[config.mk]
export PLATFORM = sky130hd
export DESIGN_NAME = dsx_exec
export DESIGN_NICKNAME = d
export VERILOG_FILES = /design/src/rtl/dsx_exec_unused_guard.sv /design/src/rtl/dsx_pkg.sv /design/src/rtl/dsx_exec.sv
export SDC_FILE = /design/constraint.sdc
export NUM_CORES = 1
export LEC_CHECK = 0
export ABC_AREA = 1
export ABC_CLOCK_PERIOD_IN_PS = 6400
export BUFFER_PORTS_ARGS = -buffer_cell sky130_fd_sc_hd__buf_2
export CAP_MARGIN = 10
export CORE_AREA = 2 2 158 222
export CTS_BUF_LIST = sky130_fd_sc_hd__clkbuf_4
export DETAILED_ROUTE_END_ITERATION = 10
export DIE_AREA = 0 0 160 224
export GPL_TIMING_DRIVEN = 0
export PLACE_DENSITY_LB_ADDON = 0.05
export SLEW_MARGIN = 20
export SYNTH_ARGS = -nofsm -noshare
export SYNTH_HDL_FRONTEND = slang
export SYNTH_SLANG_ARGS = --single-unit
export TNS_END_PERCENT = 10
[constraint.sdc]
create_clock -name sys_clk_i -period 6.4 [get_ports sys_clk_i]
set_input_delay 0.96 -clock sys_clk_i [delete_from_list [all_inputs] [get_ports sys_clk_i]]
set_output_delay 0.96 -clock sys_clk_i [all_outputs]
set_load 0.03 [all_outputs]
[src/rtl/dsx_exec_unused_guard.sv]
// Holds no logic; the execute unit carries all of it.

[src/rtl/dsx_pkg.sv]
// Constants, opcodes and register map of the DSP execute unit.
package dsx_pkg;
  localparam logic [4:0] ADDR_INSTR = 5'h00;
  localparam logic [4:0] ADDR_ACC_A = 5'h04;
  localparam logic [4:0] ADDR_ACC_B = 5'h08;
  localparam logic [4:0] ADDR_ACC_R = 5'h0c;
  localparam logic [4:0] ADDR_STATUS = 5'h10;
  localparam logic [4:0] ADDR_OUT_BITS = 5'h14;
  localparam logic [4:0] ADDR_PC = 5'h18;
  localparam int OP_LSB = 0;
  localparam int SEL1_LSB = 5;
  localparam int SEL2_LSB = 7;
  localparam int COND_LSB = 5;
  localparam int IMM_LSB = 16;
  localparam int FLG_Z = 0;
  localparam int FLG_S = 1;
  localparam int FLG_O = 2;
  localparam int FLG_C = 3;
  localparam int STS_HALT = 4;
  localparam int STS_ILLEGAL = 5;
  localparam logic [31:0] ACC_RST = 32'h0000_0000;
  localparam logic [3:0] FLAGS_RST = 4'h0;
  localparam logic [15:0] OUT_RST = 16'h0000;
  localparam logic [7:0] PC_RST = 8'h00;
  localparam logic [7:0] LEN_ONE = 8'h01;
  localparam logic [7:0] LEN_TWO = 8'h02;

  typedef enum logic [1:0] {
    SEL_A = 2'h0,
    SEL_B = 2'h1,
    SEL_R = 2'h2,
    SEL_NONE = 2'h3
  } dsx_accumulator_select_t;

  typedef enum logic [4:0] {
    OP_ADD = 5'h00, OP_SIGN = 5'h01, OP_SUB = 5'h02, OP_INC = 5'h03,
    OP_INIT = 5'h04, OP_NOP = 5'h05, OP_RST = 5'h06, OP_STOP = 5'h07,
    OP_WDR = 5'h08, OP_RAD = 5'h09, OP_CLEAR = 5'h0a, OP_LOAD = 5'h0b,
    OP_LOAD2EXP = 5'h0c, OP_MOV = 5'h0d, OP_PUSH = 5'h0e, OP_POP = 5'h0f,
    OP_NOT = 5'h10, OP_AND = 5'h11, OP_OR = 5'h12, OP_XOR = 5'h13,
    OP_DIV = 5'h14, OP_MULT = 5'h15, OP_SHIFTL = 5'h16, OP_SHIFTR = 5'h17,
    OP_JUMP = 5'h18, OP_JSB = 5'h19, OP_JRT = 5'h1a,
    OP_CLEAR_OUTPUT_BIT = 5'h1b, OP_SET_OUTPUT_BIT = 5'h1c
  } dsx_opcode_t;

  typedef enum logic [3:0] {
    CND_ALWAYS = 4'h0, CND_CD = 4'h1, CND_BRANCH_IF_NO_CARRY = 4'h2,
    CND_CARRY = 4'h3, CND_EQ = 4'h4, CND_NE = 4'h5, CND_NEG = 4'h6,
    CND_NO_OVF = 4'h7, CND_OVF = 4'h8, CND_POS = 4'h9
  } dsx_cond_t;
endpackage : dsx_pkg

[src/rtl/dsx_exec.sv]
// Execute unit for the DSP core instructions with an APB register port.
//
// Implementation choices: the APB slave port and the register addresses.
`timescale 1ns/100ps
// Functional notes
// - Decode 29 distinct opcodes; any other code is flagged illegal.
// - AND puts p1 AND p2 into p1, updating all four flags.
// - ADD puts p1 plus p2 into p1, updating all four flags.
// - Clear-bit forces output bit 0..15 to zero, flags unchanged.
// - Set-bit forces output bit 0..15 to one, flags unchanged.
// - Clear writes zero to the selected accumulator, updating sign, zero.
// - Divide step works unsigned on a and r, updating sign, zero.
// - One divide step leaves quotient in b, twice remainder in a.
// - Repeated steps shift one more quotient bit into b each time.
// - Init resets the core and requests configuration reload.
// - Jump on carry clear loads target only while carry is zero.
module dsx_exec (
  // Clock and reset
  input wire logic sys_clk_i,
  input wire logic rst_i,
  // APB slave
  input wire logic psel_i,
  input wire logic penable_i,
  input wire logic pwrite_i,
  input wire logic [4:0] paddr_i,
  input wire logic [31:0] pwdata_i,
  output logic [31:0] prdata_o,
  output logic pready_o,
  output logic pslverr_o,
  // Core outputs
  output logic [15:0] out_bits_o,
  output logic init_req_o,
  output logic halted_o
);
  logic [31:0] a_q, b_q, r_q, a_d, b_d, r_d, op1, op2, res;
  logic [3:0] flags_q, flags_d;
  logic [15:0] out_q, out_d;
  logic [7:0] pc_q, pc_d, target;
  logic [31:0] prdata_q;
  logic init_q, init_d, halt_q, halt_d, ill_q, ill_d;
  logic [32:0] sum33, dif33;
  logic [3:0] bit_idx;
  logic take, exec, unmapped, geq, set_sz, jump_ok;
  dsx_pkg::dsx_accumulator_select_t p1, p2;
  dsx_pkg::dsx_opcode_t op;
  dsx_pkg::dsx_cond_t cond;

  function automatic logic [31:0] acc_get(input logic [1:0] sel,
    input logic [31:0] a, input logic [31:0] b, input logic [31:0] r);
    case (sel)
      dsx_pkg::SEL_A: acc_get = a;
      dsx_pkg::SEL_B: acc_get = b;
      dsx_pkg::SEL_R: acc_get = r;
      default: acc_get = 32'h0000_0000;
    endcase
  endfunction : acc_get

  assign take = psel_i && penable_i;
  assign exec = take && pwrite_i && paddr_i == dsx_pkg::ADDR_INSTR;
  assign op = dsx_pkg::dsx_opcode_t'(pwdata_i[dsx_pkg::OP_LSB +: 5]);
  assign p1 = dsx_pkg::dsx_accumulator_select_t'(
    pwdata_i[dsx_pkg::SEL1_LSB +: 2]);
  assign p2 = dsx_pkg::dsx_accumulator_select_t'(
    pwdata_i[dsx_pkg::SEL2_LSB +: 2]);
  assign cond = dsx_pkg::dsx_cond_t'(pwdata_i[dsx_pkg::COND_LSB +: 4]);
  assign target = pwdata_i[dsx_pkg::IMM_LSB +: 8];
  assign bit_idx = pwdata_i[dsx_pkg::IMM_LSB +: 4];
  assign op1 = acc_get(p1, a_q, b_q, r_q);
  assign op2 = acc_get(p2, a_q, b_q, r_q);
  assign sum33 = {1'b0, op1} + {1'b0, op2};
  assign dif33 = {1'b0, op1} - {1'b0, op2};
  assign geq = a_q >= r_q;

  always_comb
  begin
    case (cond)
      dsx_pkg::CND_ALWAYS: jump_ok = 1'b1;
      dsx_pkg::CND_BRANCH_IF_NO_CARRY: jump_ok = !flags_q[dsx_pkg::FLG_C];
      dsx_pkg::CND_CARRY: jump_ok = flags_q[dsx_pkg::FLG_C];
      dsx_pkg::CND_EQ: jump_ok = flags_q[dsx_pkg::FLG_Z];
      dsx_pkg::CND_NE: jump_ok = !flags_q[dsx_pkg::FLG_Z];
      dsx_pkg::CND_NEG: jump_ok = flags_q[dsx_pkg::FLG_S];
      dsx_pkg::CND_POS: jump_ok = !flags_q[dsx_pkg::FLG_S];
      dsx_pkg::CND_NO_OVF: jump_ok = !flags_q[dsx_pkg::FLG_O];
      dsx_pkg::CND_OVF: jump_ok = flags_q[dsx_pkg::FLG_O];
      // The converter-done condition has no source here, so it never jumps.
      default: jump_ok = 1'b0;
    endcase
  end

  // Instruction datapath; only the selected targets change.
  always_comb
  begin
    a_d = a_q;
    b_d = b_q;
    r_d = r_q;
    res = 32'h0000_0000;
    flags_d = flags_q;
    out_d = out_q;
    pc_d = pc_q + dsx_pkg::LEN_ONE;
    init_d = 1'b0;
    halt_d = 1'b0;
    ill_d = 1'b0;
    set_sz = 1'b0;
    unique case (op)
      dsx_pkg::OP_ADD:
      begin
        res = sum33[31:0];
        flags_d[dsx_pkg::FLG_C] = sum33[32];
        flags_d[dsx_pkg::FLG_O] = op1[31] == op2[31] && res[31] != op1[31];
        set_sz = 1'b1;
      end
      dsx_pkg::OP_SUB:
      begin
        res = dif33[31:0];
        flags_d[dsx_pkg::FLG_C] = dif33[32];
        flags_d[dsx_pkg::FLG_O] = op1[31] != op2[31] && res[31] != op1[31];
        set_sz = 1'b1;
      end
      dsx_pkg::OP_INC:
      begin
        res = op1 + 32'h0000_0001;
        flags_d[dsx_pkg::FLG_C] = &op1;
        flags_d[dsx_pkg::FLG_O] = op1 == 32'h7fff_ffff;
        set_sz = 1'b1;
      end
      dsx_pkg::OP_SIGN, dsx_pkg::OP_NOT, dsx_pkg::OP_AND, dsx_pkg::OP_OR,
      dsx_pkg::OP_XOR, dsx_pkg::OP_SHIFTL, dsx_pkg::OP_SHIFTR:
      begin
        case (op)
          dsx_pkg::OP_SIGN: res = ~op1 + 32'h0000_0001;
          dsx_pkg::OP_NOT: res = ~op1;
          dsx_pkg::OP_AND: res = op1 & op2;
          dsx_pkg::OP_OR: res = op1 | op2;
          dsx_pkg::OP_XOR: res = op1 ^ op2;
          dsx_pkg::OP_SHIFTL: res = {op1[30:0], 1'b0};
          default: res = {1'b0, op1[31:1]};
        endcase
        flags_d[dsx_pkg::FLG_C] = op == dsx_pkg::OP_SHIFTL ? op1[31] :
          op == dsx_pkg::OP_SHIFTR ? op1[0] : 1'b0;
        flags_d[dsx_pkg::FLG_O] = 1'b0;
        set_sz = 1'b1;
      end
      dsx_pkg::OP_MOV:
        res = op2;
      dsx_pkg::OP_CLEAR:
      begin
        res = 32'h0000_0000;
        set_sz = 1'b1;
        pc_d = pc_q + dsx_pkg::LEN_TWO;
      end
      dsx_pkg::OP_DIV:
      begin
        // The doubled remainder wraps if r exceeds half the word range.
        b_d = {b_q[30:0], geq};
        a_d = geq ? (a_q - r_q) << 1 : a_q << 1;
        res = b_d;
        set_sz = 1'b1;
      end
      dsx_pkg::OP_JUMP:
        pc_d = jump_ok ? target : pc_q + dsx_pkg::LEN_TWO;
      dsx_pkg::OP_CLEAR_OUTPUT_BIT:
        out_d[bit_idx] = 1'b0;
      dsx_pkg::OP_SET_OUTPUT_BIT:
        out_d[bit_idx] = 1'b1;
      dsx_pkg::OP_INIT:
        init_d = 1'b1;
      dsx_pkg::OP_STOP:
        halt_d = 1'b1;
      // Memory, stack, multiply and watchdog codes live outside this unit.
      dsx_pkg::OP_NOP, dsx_pkg::OP_RST, dsx_pkg::OP_WDR, dsx_pkg::OP_RAD,
      dsx_pkg::OP_LOAD, dsx_pkg::OP_LOAD2EXP, dsx_pkg::OP_PUSH,
      dsx_pkg::OP_POP, dsx_pkg::OP_MULT, dsx_pkg::OP_JSB, dsx_pkg::OP_JRT:
        res = op1;
      default:
        ill_d = 1'b1;
    endcase
    if (set_sz)
    begin
      flags_d[dsx_pkg::FLG_S] = res[31];
      flags_d[dsx_pkg::FLG_Z] = res == 32'h0000_0000;
    end
    if (op != dsx_pkg::OP_DIV && op != dsx_pkg::OP_JUMP &&
        (op == dsx_pkg::OP_MOV || set_sz))
    begin
      case (p1)
        dsx_pkg::SEL_A: a_d = res;
        dsx_pkg::SEL_B: b_d = res;
        dsx_pkg::SEL_R: r_d = res;
        default: a_d = a_q;
      endcase
    end
  end

  // Accumulators: instruction results, else direct software writes.
  always_ff @(posedge sys_clk_i or posedge rst_i)
  begin
    if (rst_i)
    begin
      a_q <= dsx_pkg::ACC_RST;
      b_q <= dsx_pkg::ACC_RST;
      r_q <= dsx_pkg::ACC_RST;
    end
    else if (init_q)
    begin
      a_q <= dsx_pkg::ACC_RST;
      b_q <= dsx_pkg::ACC_RST;
      r_q <= dsx_pkg::ACC_RST;
    end
    else if (exec)
    begin
      a_q <= a_d;
      b_q <= b_d;
      r_q <= r_d;
    end
    else if (take && pwrite_i)
    begin
      if (paddr_i == dsx_pkg::ADDR_ACC_A)
        a_q <= pwdata_i;
      if (paddr_i == dsx_pkg::ADDR_ACC_B)
        b_q <= pwdata_i;
      if (paddr_i == dsx_pkg::ADDR_ACC_R)
        r_q <= pwdata_i;
    end
  end

  // Core state: flags, output bits, program counter and status.
  always_ff @(posedge sys_clk_i or posedge rst_i)
  begin
    if (rst_i)
    begin
      flags_q <= dsx_pkg::FLAGS_RST;
      out_q <= dsx_pkg::OUT_RST;
      pc_q <= dsx_pkg::PC_RST;
      init_q <= 1'b0;
      halt_q <= 1'b0;
      ill_q <= 1'b0;
    end
    else if (init_q)
    begin
      flags_q <= dsx_pkg::FLAGS_RST;
      out_q <= dsx_pkg::OUT_RST;
      pc_q <= dsx_pkg::PC_RST;
      init_q <= 1'b0;
      halt_q <= 1'b0;
      ill_q <= 1'b0;
    end
    else if (exec)
    begin
      flags_q <= flags_d;
      out_q <= out_d;
      pc_q <= pc_d;
      init_q <= init_d;
      halt_q <= halt_d;
      ill_q <= ill_d;
    end
    else if (take && pwrite_i && paddr_i == dsx_pkg::ADDR_PC)
      pc_q <= pwdata_i[7:0];
  end

  // Read data is captured in the setup cycle so the access needs no wait.
  always_ff @(posedge sys_clk_i or posedge rst_i)
  begin
    if (rst_i)
      prdata_q <= 32'h0000_0000;
    else if (psel_i && !penable_i)
    begin
      case (paddr_i)
        dsx_pkg::ADDR_ACC_A: prdata_q <= a_q;
        dsx_pkg::ADDR_ACC_B: prdata_q <= b_q;
        dsx_pkg::ADDR_ACC_R: prdata_q <= r_q;
        dsx_pkg::ADDR_STATUS: prdata_q <= {26'h0, ill_q, halt_q, flags_q};
        dsx_pkg::ADDR_OUT_BITS: prdata_q <= {16'h0000, out_q};
        dsx_pkg::ADDR_PC: prdata_q <= {24'h00_0000, pc_q};
        default: prdata_q <= 32'h0000_0000;
      endcase
    end
  end

  assign unmapped = paddr_i[1:0] != 2'h0 || paddr_i > dsx_pkg::ADDR_PC;
  assign prdata_o = prdata_q;
  assign pready_o = 1'b1;
  assign pslverr_o = take && unmapped;
  assign out_bits_o = out_q;
  assign init_req_o = init_q;
  assign halted_o = halt_q;

  add_result_a: assert property (
    @(posedge sys_clk_i) disable iff (rst_i)
    exec && op == dsx_pkg::OP_ADD && p1 == dsx_pkg::SEL_A &&
    p2 == dsx_pkg::SEL_B
    |=> a_q == $past(op1) + $past(op2) && flags_q[dsx_pkg::FLG_C] ==
    $past(sum33[32])) else $error("add result wrong");
  and_result_a: assert property (
    @(posedge sys_clk_i) disable iff (rst_i)
    exec && op == dsx_pkg::OP_AND && p1 == dsx_pkg::SEL_A
    |=> a_q == ($past(op1) & $past(op2)) && flags_q[3:2] == 2'h0)
    else $error("and result wrong");
  bit_clear_a: assert property (
    @(posedge sys_clk_i) disable iff (rst_i)
    exec && op == dsx_pkg::OP_CLEAR_OUTPUT_BIT |=> out_q ==
    ($past(out_q) & ~(16'h0001 << $past(bit_idx))))
    else $error("bit clear wrong");
  bit_set_a: assert property (
    @(posedge sys_clk_i) disable iff (rst_i)
    exec && op == dsx_pkg::OP_SET_OUTPUT_BIT |=> out_q ==
    ($past(out_q) | (16'h0001 << $past(bit_idx))))
    else $error("bit set wrong");
  bit_flags_a: assert property (
    @(posedge sys_clk_i) disable iff (rst_i)
    exec && (op == dsx_pkg::OP_SET_OUTPUT_BIT ||
    op == dsx_pkg::OP_CLEAR_OUTPUT_BIT) |=> $stable(flags_q))
    else $error("bit op changed flags");
  clear_reg_a: assert property (
    @(posedge sys_clk_i) disable iff (rst_i)
    exec && op == dsx_pkg::OP_CLEAR && p1 == dsx_pkg::SEL_B |=> b_q == 0 &&
    flags_q == {$past(flags_q[3:2]), 2'h1} && pc_q == $past(pc_q) + 8'h02)
    else $error("clear wrong");
  div_step_a: assert property (
    @(posedge sys_clk_i) disable iff (rst_i)
    exec && op == dsx_pkg::OP_DIV |=> b_q[0] == $past(geq) &&
    b_q[31:1] == $past(b_q[30:0]) && flags_q[3:2] == $past(flags_q[3:2]))
    else $error("div step wrong");
  jump_nc_a: assert property (
    @(posedge sys_clk_i) disable iff (rst_i)
    exec && op == dsx_pkg::OP_JUMP && cond == dsx_pkg::CND_BRANCH_IF_NO_CARRY
    |=> pc_q == ($past(flags_q[dsx_pkg::FLG_C]) ? $past(pc_q) + 8'h02 :
    $past(target))) else $error("jump on no carry wrong");
  init_pulse_a: assert property (
    @(posedge sys_clk_i) disable iff (rst_i)
    exec && op == dsx_pkg::OP_INIT |=> init_req_o ##1 !init_req_o &&
    a_q == 0 && pc_q == 0) else $error("init wrong");
  illegal_op_a: assert property (
    @(posedge sys_clk_i) disable iff (rst_i)
    exec && pwdata_i[4:0] > 5'h1c |=> ill_q && $stable(a_q) && $stable(b_q))
    else $error("illegal opcode not flagged");
endmodule : dsx_exec

==> flow_summary.ini, run 1 <==
[status]
status = did not finish
lastStage = global routing
error_line = [ERROR GRT-0116] Global routing finished with congestion. Check the congestion regions in the DRC Viewer.

[cts]
hold_buffers = 0
cts_resized = 0
h-tree-depth = 4
ctsLongestPathBuffers = 2
root_buffer = clkbuf_4
cts_setup_buffers = 0
cts_buffers = 17
numClockSinks = 159

[synthesis]
synth_seq_area_share_pct = 18.1
yosysWarnings = 0
netlist_instances = 3814
ys_types = 56
ys_ff_latch = 159
synth_edf_count = 0
synth_area_leaders = dfrtp_1 18%, nand2_1 17%, o21ai_0 8.7%
synthFlopType = dfrtp_1
avgSynthCellArea_um2 = 5.78
synth_nets = 3998
ys_async_sr_fraction_pct = 100
synth_most_common_cell = nand2_1
yosysTopAreaCellShare_pct = 18.1
yosys.area.top_type = dfrtp_1
synthTopCellsByCount = 976 x nand2_1, 433 x inv_1, 392 x nor2_1
syn-cell-area_um2 = 22000

[global_route]
grt_use_total_pct = 61.9
grt_pass1_wl_um = 171000
grt_max_degree = 107
grt_pass1_vias = 29900
gr-total-overflow = 6

[floorplanning]
pin_count = 94
fp-row-count = 80
start_util_pct = 65.1
die_w_um = 160
die_h_um = 224

[placed_design]
place.gp.congestion = 1.21
dpl.hpwl_um = 86900
io_buffer_count = 92
place_ws_ns = 0.573
[layer usage]
metal / GRT overflow / global-route usage [%]
met1: 0 / 66.3
met2: 4 / 88.8
met3: 0 / 27.1
met4: 2 / 62.7
met5: 0 / 0
[kinds of logic after synthesis]
logic type               share of synthesized area [%]
other                                           0.0170
flip-flops                                        18.1
AO/OA/AOI/OAI                                     24.8
multiplexers                                     0.204
AND/OR/NAND/NOR                                   36.0
XOR/XNOR                                          1.35
buffers and inverters                             11.4
adder cells (fa/ha/maj)                           8.17
[metrics by stage]
| stage | setup TNS, ns | hold WS, ns | utilization (%) | instances | area [um2] |
|---|---|---|---|---|---|
| after global placement | -99.80 | 0.473 | 68.2 | 4357 | 23100 |
| after floorplan | 0 | 0.452 | - | 3814 | 22000 |
| after CTS | 0 | 0.328 | 69.1 | 4391 | 23400 |
| after detailed placement | 0 | 0.489 | 68.3 | 4359 | 23100 |
==> run 2, diff against run 1 <==
--- a/config.mk
+++ b/config.mk
@@ -9,12 +9,11 @@
 export ABC_CLOCK_PERIOD_IN_PS = 6400
 export BUFFER_PORTS_ARGS = -buffer_cell sky130_fd_sc_hd__buf_2
 export CAP_MARGIN = 10
-export CORE_AREA = 2 2 158 222
-export CTS_BUF_LIST = sky130_fd_sc_hd__clkbuf_4
+export CORE_AREA = 2 2 238 240
 export DETAILED_ROUTE_END_ITERATION = 10
-export DIE_AREA = 0 0 160 224
+export DIE_AREA = 0 0 240 242
 export GPL_TIMING_DRIVEN = 0
-export PLACE_DENSITY_LB_ADDON = 0.05
+export PLACE_DENSITY_LB_ADDON = 0.15
 export SLEW_MARGIN = 20
 export SYNTH_ARGS = -nofsm -noshare
 export SYNTH_HDL_FRONTEND = slang
==> run 2 against run 1 <==
  * Area after synthesis unchanged
  * The run now ends clean
  * Synthesized cell count unchanged
==> flow_summary.ini, run 2 <==
[critical_path]
required_ns = 6.81
critPathLaunchType = input pin
critPathArrivalTime_ns = 6.36
path_class = in -> reg
crit_path_end_kind = register
crit_fanout = 10

[global_route]
grt_max_degree = 85
grt_use_total_pct = 39.7
grt_pass1_wl_um = 169000
gr-total-overflow = 0
grt_pass1_vias = 25600
antenna_found_initial = 0

[synthesis]
yosys.area.top_type = dfrtp_1
synth_edf_count = 0
synth_seq_area_share_pct = 18.1
synthTopCellsByCount = 976 x nand2_1, 433 x inv_1, 392 x nor2_1
avgSynthCellArea_um2 = 5.78
syn-cell-area_um2 = 22000
synthFlopType = dfrtp_1
netlist_instances = 3814
ys_ff_latch = 159
ys_async_sr_fraction_pct = 100
yosysTopAreaCellShare_pct = 18.1
yosysWarnings = 0
synth_most_common_cell = nand2_1
ys_types = 56
synth_nets = 3998
synth_area_leaders = dfrtp_1 18%, nand2_1 17%, o21ai_0 8.7%

[pwr]
p_seq_share_pct = 26.2
power.density_nw_per_um2 = 202
intPower_mw = 2.35
peakVddDrop_v = 0.000198
p_clk_share_pct = 22.2
p_sw_share_pct = 51.7
p_sw_mw = 2.52
p_total_mw = 4.87
power_leakage_nw = 11.7
comb_power_share_pct = 51.6

[cts]
ctsLongestPathBuffers = 2
root_buffer = clkbuf_16
clk_latency_ns = 0.48
numClockSinks = 159
cts_buffers = 17
cts_setup_buffers = 0
cts_resized = 0
clk_pin_slew_worst_paths_ns = 0.08
cts_tree = done
hold_buffers = 0
h-tree-depth = 4

[final_layout]
area_growth_pct = 9.31
antennaDiodeCount = 0
fillers = 6430
final_common_cell = nand2_1
num-nets-final = 4112
final_cell_mix = 976 x nand2_1, 432 x inv_1, 392 x nor2_1
fin_area_um2 = 24100
post_route_cells_drive_above_1_share_pct = 6.77
utilization_pct = 43.2

[timing]
max_slew_margin_pct = 23.7
fmax_mhz = 168
slew_violations = 0
period_needed_ns = 5.95
worst_pin_slew_ns = 1.14
finalClockSkew_ns = 0.0138
setup_viol = 0
rsz0062_at_grt = false
post-route-period-util_pct = 93.0
setup_tns_ns = 0
hold_violations = 0

[route]
drt_iter0_drc = 3389
firstDrtPassIters = 6
drcViolationCount = 0
wl_per_cell_um = 25.2
vias = 27900
antenna_left = 0
wirelength_um = 118000
routed_via_density = 5.94

[floorplanning]
start_util_pct = 39.5
die_area_um2 = 58100
core_um2 = 55700
pin_count = 94
die_w_um = 240
die_h_um = 242
fp-row-count = 87

[placed_design]
place.gp.congestion = 1.04
io_buffer_count = 92
dpl.hpwl_um = 98500
placed_area_um2 = 23500

[status]
status = finished, final reports clean

[hold_path]
worst_hold_path_type = reg -> reg

[flow_run]
cap_violations = 0
==> run 2: cell counts after synthesis <==
No cell type changed its count.
==> run 2: cells by family after synthesis <==
group	count (synthesis)	share of synthesized area [%]
simple gates	1886	36.0
compound gates	954	24.8
buf+inv	634	11.4
flops	159	18.1
fa+ha+maj	142	8.17
xor+xnor	34	1.35
mux	4	0.204
other cells	1	0.0170
==> run 2: layer usage <==
metal / up-vias / wire length, um / GRT usage (%)
met3: 274 / 11400 / 6.49
met4: 0 / 7280 / 21.9
met5: - / 0 / 0
li1: 13100 / - / -
met2: 1562 / 51000 / 60.8
met1: 13000 / 48500 / 52.8
==> run 2: stage by stage <==
step | setup slack (ns) | instances | hold WS [ns]
after CTS | 0.804 | 4697 | 0.507
after floorplan | 1.15 | 3814 | 0.452
after global placement | -1.41 | 4662 | 0.474
final | 0.449 | 4697 | 0.507
after global routing | 0.228 | 4697 | 0.531
after detailed placement | 0.363 | 4665 | 0.487
==> run 2: final cells by class <==
cell class                 instances  area, um2  share of cell area (%)
sequential                       159       3980                    16.5
tap                              756        946                    3.93
inverter                         461       1740                    7.22
clock buffer                      17        425                    1.77
multi-input combinational       3021      15500                    64.5
clock inverter                    15        164                   0.681
timing repair buffer              95        503                    2.09
buffer                           173        792                    3.29
==> run 2: worst paths after layout <==
| kind | startpoint | to | slack, ns | depth (start not counted) |
|---|---|---|---|---|
| max reg2reg | a_q[15] | flags_q[0] | 1.58 | 21 |
| min | prdata_o[26] | prdata_o[26] | 0.51 | 2 |
| max in group asynchronous | rst_i | b_q[8] | 4.98 | 3 |
| min in group asynchronous | rst_i | prdata_o[30] | 0.55 | 2 |
| min reg2reg | prdata_o[26] | prdata_o[26] | 0.51 | 2 |
| max | pwdata_i[8] | flags_q[0] | 0.45 | 26 |
==> run 2: power groups by stage <==
| stage | registers (mW) | logic [mW] | clock network, mW |
|---|---|---|---|
| after global routing | 1.28 | 2.73 | 1.11 |
| after floorplan | 1.26 | 1.63 | 0 |
| after detailed placement | 1.28 | 2.42 | 0 |
| after CTS | 1.26 | 2.43 | 1.08 |
| final | 1.27 | 2.51 | 1.08 |
| after global placement | 1.28 | 2.41 | 0 |
==> run 2: critical path: stages <==
cell and delay (ns):
buf_2 0.12, inv_1 0.07, nor2_1 0.53, clkbuf_1 0.57, nand2_1 0.10, o21ai_0 0.09, o21bai_1 0.33, inv_1 0.16
ha_1 0.34, clkbuf_1 0.36, nand2_1 0.17, nor2_1 0.20, inv_1 0.06, nor3_1 0.43, nand2_1 0.10, nand2_1 0.13
nand2_1 0.06, nand2_1 0.08, a21oi_1 0.06, o21ai_0 0.11, nand3_1 0.20, nor2_1 0.48, nand3_1 0.17, nor2_1 0.20
nand2_1 0.16, nand2_1 0.10
(Power assumes the default switching activity.)
==> run 3, diff against run 2 <==
--- a/config.mk
+++ b/config.mk
@@ -8,7 +8,7 @@
 export ABC_AREA = 1
 export ABC_CLOCK_PERIOD_IN_PS = 6400
 export BUFFER_PORTS_ARGS = -buffer_cell sky130_fd_sc_hd__buf_2
-export CAP_MARGIN = 10
+export CAP_MARGIN = 15
 export CORE_AREA = 2 2 238 240
 export DETAILED_ROUTE_END_ITERATION = 10
 export DIE_AREA = 0 0 240 242
==> constraint.sdc (replaced) <==
create_clock -name sys_clk_i -period 6.4 [get_ports sys_clk_i]
set_input_delay 1.28 -clock sys_clk_i [delete_from_list [all_inputs] [get_ports sys_clk_i]]
set_output_delay 1.28 -clock sys_clk_i [all_outputs]
set_load 0.03 [all_outputs]
==> run 3 against run 2 <==
  * Die area unchanged
  * Sequential power about the same
  * Final cell count unchanged
  * Critical endpoint is now a_q[31]
  * Largest power group unchanged
==> flow_summary.ini, run 3 (synthesized netlist as in run 2, its figures left out) <==
[route]
drcViolationCount = 0
wirelength_um = 118000
firstDrtPassIters = 8
wl_per_cell_um = 25.2
drt_iter0_drc = 3386
vias = 27700
routed_via_density = 5.91
antenna_left = 0

[timing]
slew_violations = 0
fmax_mhz = 161
hold_violations = 0
finalClockSkew_ns = 0.0137
max_slew_margin_pct = 27.5
rsz0062_at_grt = false
worst_pin_slew_ns = 1.09
post-route-period-util_pct = 97.3
holdWs_ns = 0.507
setup_viol = 0
period_needed_ns = 6.23

[global_route]
grt_pass1_vias = 25600
grt_pass1_wl_um = 169000
grt_use_total_pct = 39.7
gr-total-overflow = 0
grt_max_degree = 85
antenna_found_initial = 0

[critical_path]
crit_fanout = 10
required_ns = 6.76
slowest_stage = o21bai_1
cp_top_family = compound AO/OA/AOI/OAI gates
worstPathCellList = buf_2, nor2_1, inv_1, clkbuf_1, o21bai_1, inv_1, ha_1, clkbuf_1, inv_1, a21oi_1, o21ai_0, a21oi_1, nand2_1, nand3b_1, nand3_1, nand3_1, nand3_1, nor2_2, o21ai_0, a21oi_1, o21ai_1
r2r_end = a_q[31]
path_class = in -> reg
crit_path_end_kind = register
critPathLaunchType = input pin
cpPeakStageDelay_ns = 0.69
crit_buf_inv = 6
rr_worst_depth = 18
rrSetupSlack_ns = 1.64
r2r_start = a_q[14]
critPathArrivalTime_ns = 6.59

[final_layout]
post_route_cells_drive_above_1_share_pct = 6.85
final_common_cell = nand2_1
antennaDiodeCount = 0
fillers = 6433
area_growth_pct = 9.36
num-nets-final = 4112
fin_area_um2 = 24100
final_cell_mix = 976 x nand2_1, 432 x inv_1, 392 x nor2_1

[floorplanning]
pin_count = 94
start_util_pct = 39.5
core_um2 = 55700
die_area_um2 = 58100
fp-row-count = 87
die_w_um = 240
die_h_um = 242

[cts]
ctsLongestPathBuffers = 2
cts_tree = done
cts_resized = 0
h-tree-depth = 4
cts_buffers = 17
clk_pin_slew_worst_paths_ns = 0.07
numClockSinks = 159
root_buffer = clkbuf_16
hold_buffers = 0
clk_latency_ns = 0.48
cts_setup_buffers = 0

[placed_design]
dpl.hpwl_um = 98500
place.gp.congestion = 1.04
placed_area_um2 = 23500
io_buffer_count = 92

[hold_path]
min_path_cells = 2
hold_start = prdata_o[26]
worst_hold_path_type = reg -> reg
holdPathEnd = prdata_o[26]

[flow_run]
cap_violations = 0

[pwr]
power_leakage_nw = 11.7
peakVddDrop_v = 0.000198
p_total_mw = 4.87
power.density_nw_per_um2 = 202

[status]
status = finished, final reports clean
## run 3: final cells by class
type | instances | area (um2) | share of cell area, %
Buffer | 173 | 793 | 3.29
Clock buffer | 17 | 425 | 1.77
Inverter | 461 | 1740 | 7.21
Timing Repair Buffer | 95 | 503 | 2.09
Sequential cell | 159 | 3980 | 16.5
Multi-Input combinational cell | 3021 | 15500 | 64.5
Clock inverter | 15 | 164 | 0.680
Tap cell | 756 | 946 | 3.93
## run 3: power breakdown
| group | leakage, nW | switching [mW] | internal, mW |
|---|---|---|---|
| combinational | 9.65 | 1.81 | 0.700 |
| sequential | 1.78 | 0.148 | 1.13 |
| clock | 0.283 | 0.556 | 0.525 |
## run 3: worst max-delay path by stage
stage                     cells after the start   startpoint  slack [ns]    endpoint
after CTS                                    24  pwdata_i[7]        0.48  flags_q[0]
final                                        21  pwdata_i[7]        0.17     a_q[31]
after global placement                        2        rst_i       -1.73     pc_q[4]
after global routing                         24  pwdata_i[7]        0.07  flags_q[0]
after detailed placement                     24  pwdata_i[7]        0.04  flags_q[0]
after floorplan                               1        rst_i        0.83      a_q[0]
## run 3: metal layers
| metal | track usage (%) | routed length [um] | up-vias |
|---|---|---|---|
| met5 | 0 | 0 | - |
| met2 | 60.8 | 51100 | 1520 |
| met1 | 52.8 | 49100 | 12900 |
| li1 | - | - | 13100 |
| met3 | 6.49 | 10800 | 259 |
| met4 | 21.9 | 7250 | 0 |
## run 3: tightest hold or removal path, cell delays in order (launching register included)
cell     delay, ns
dfrtp_1       0.33
o21ai_0       0.08
nand2_1       0.07
## run 3: through the flow
stage          TNS (ns)  std cells  utilization [%]  setup slack [ns]
2_1_floorplan         0       3814                -             0.828
3_3_place_gp    -272.41       4662             42.1             -1.73
3_5_place_dp          0       4665             42.2            0.0432
4_1_cts               0       4697             43.2             0.484
5_1_grt               0       4697             43.2            0.0676
6_report              0       4697             43.2             0.174
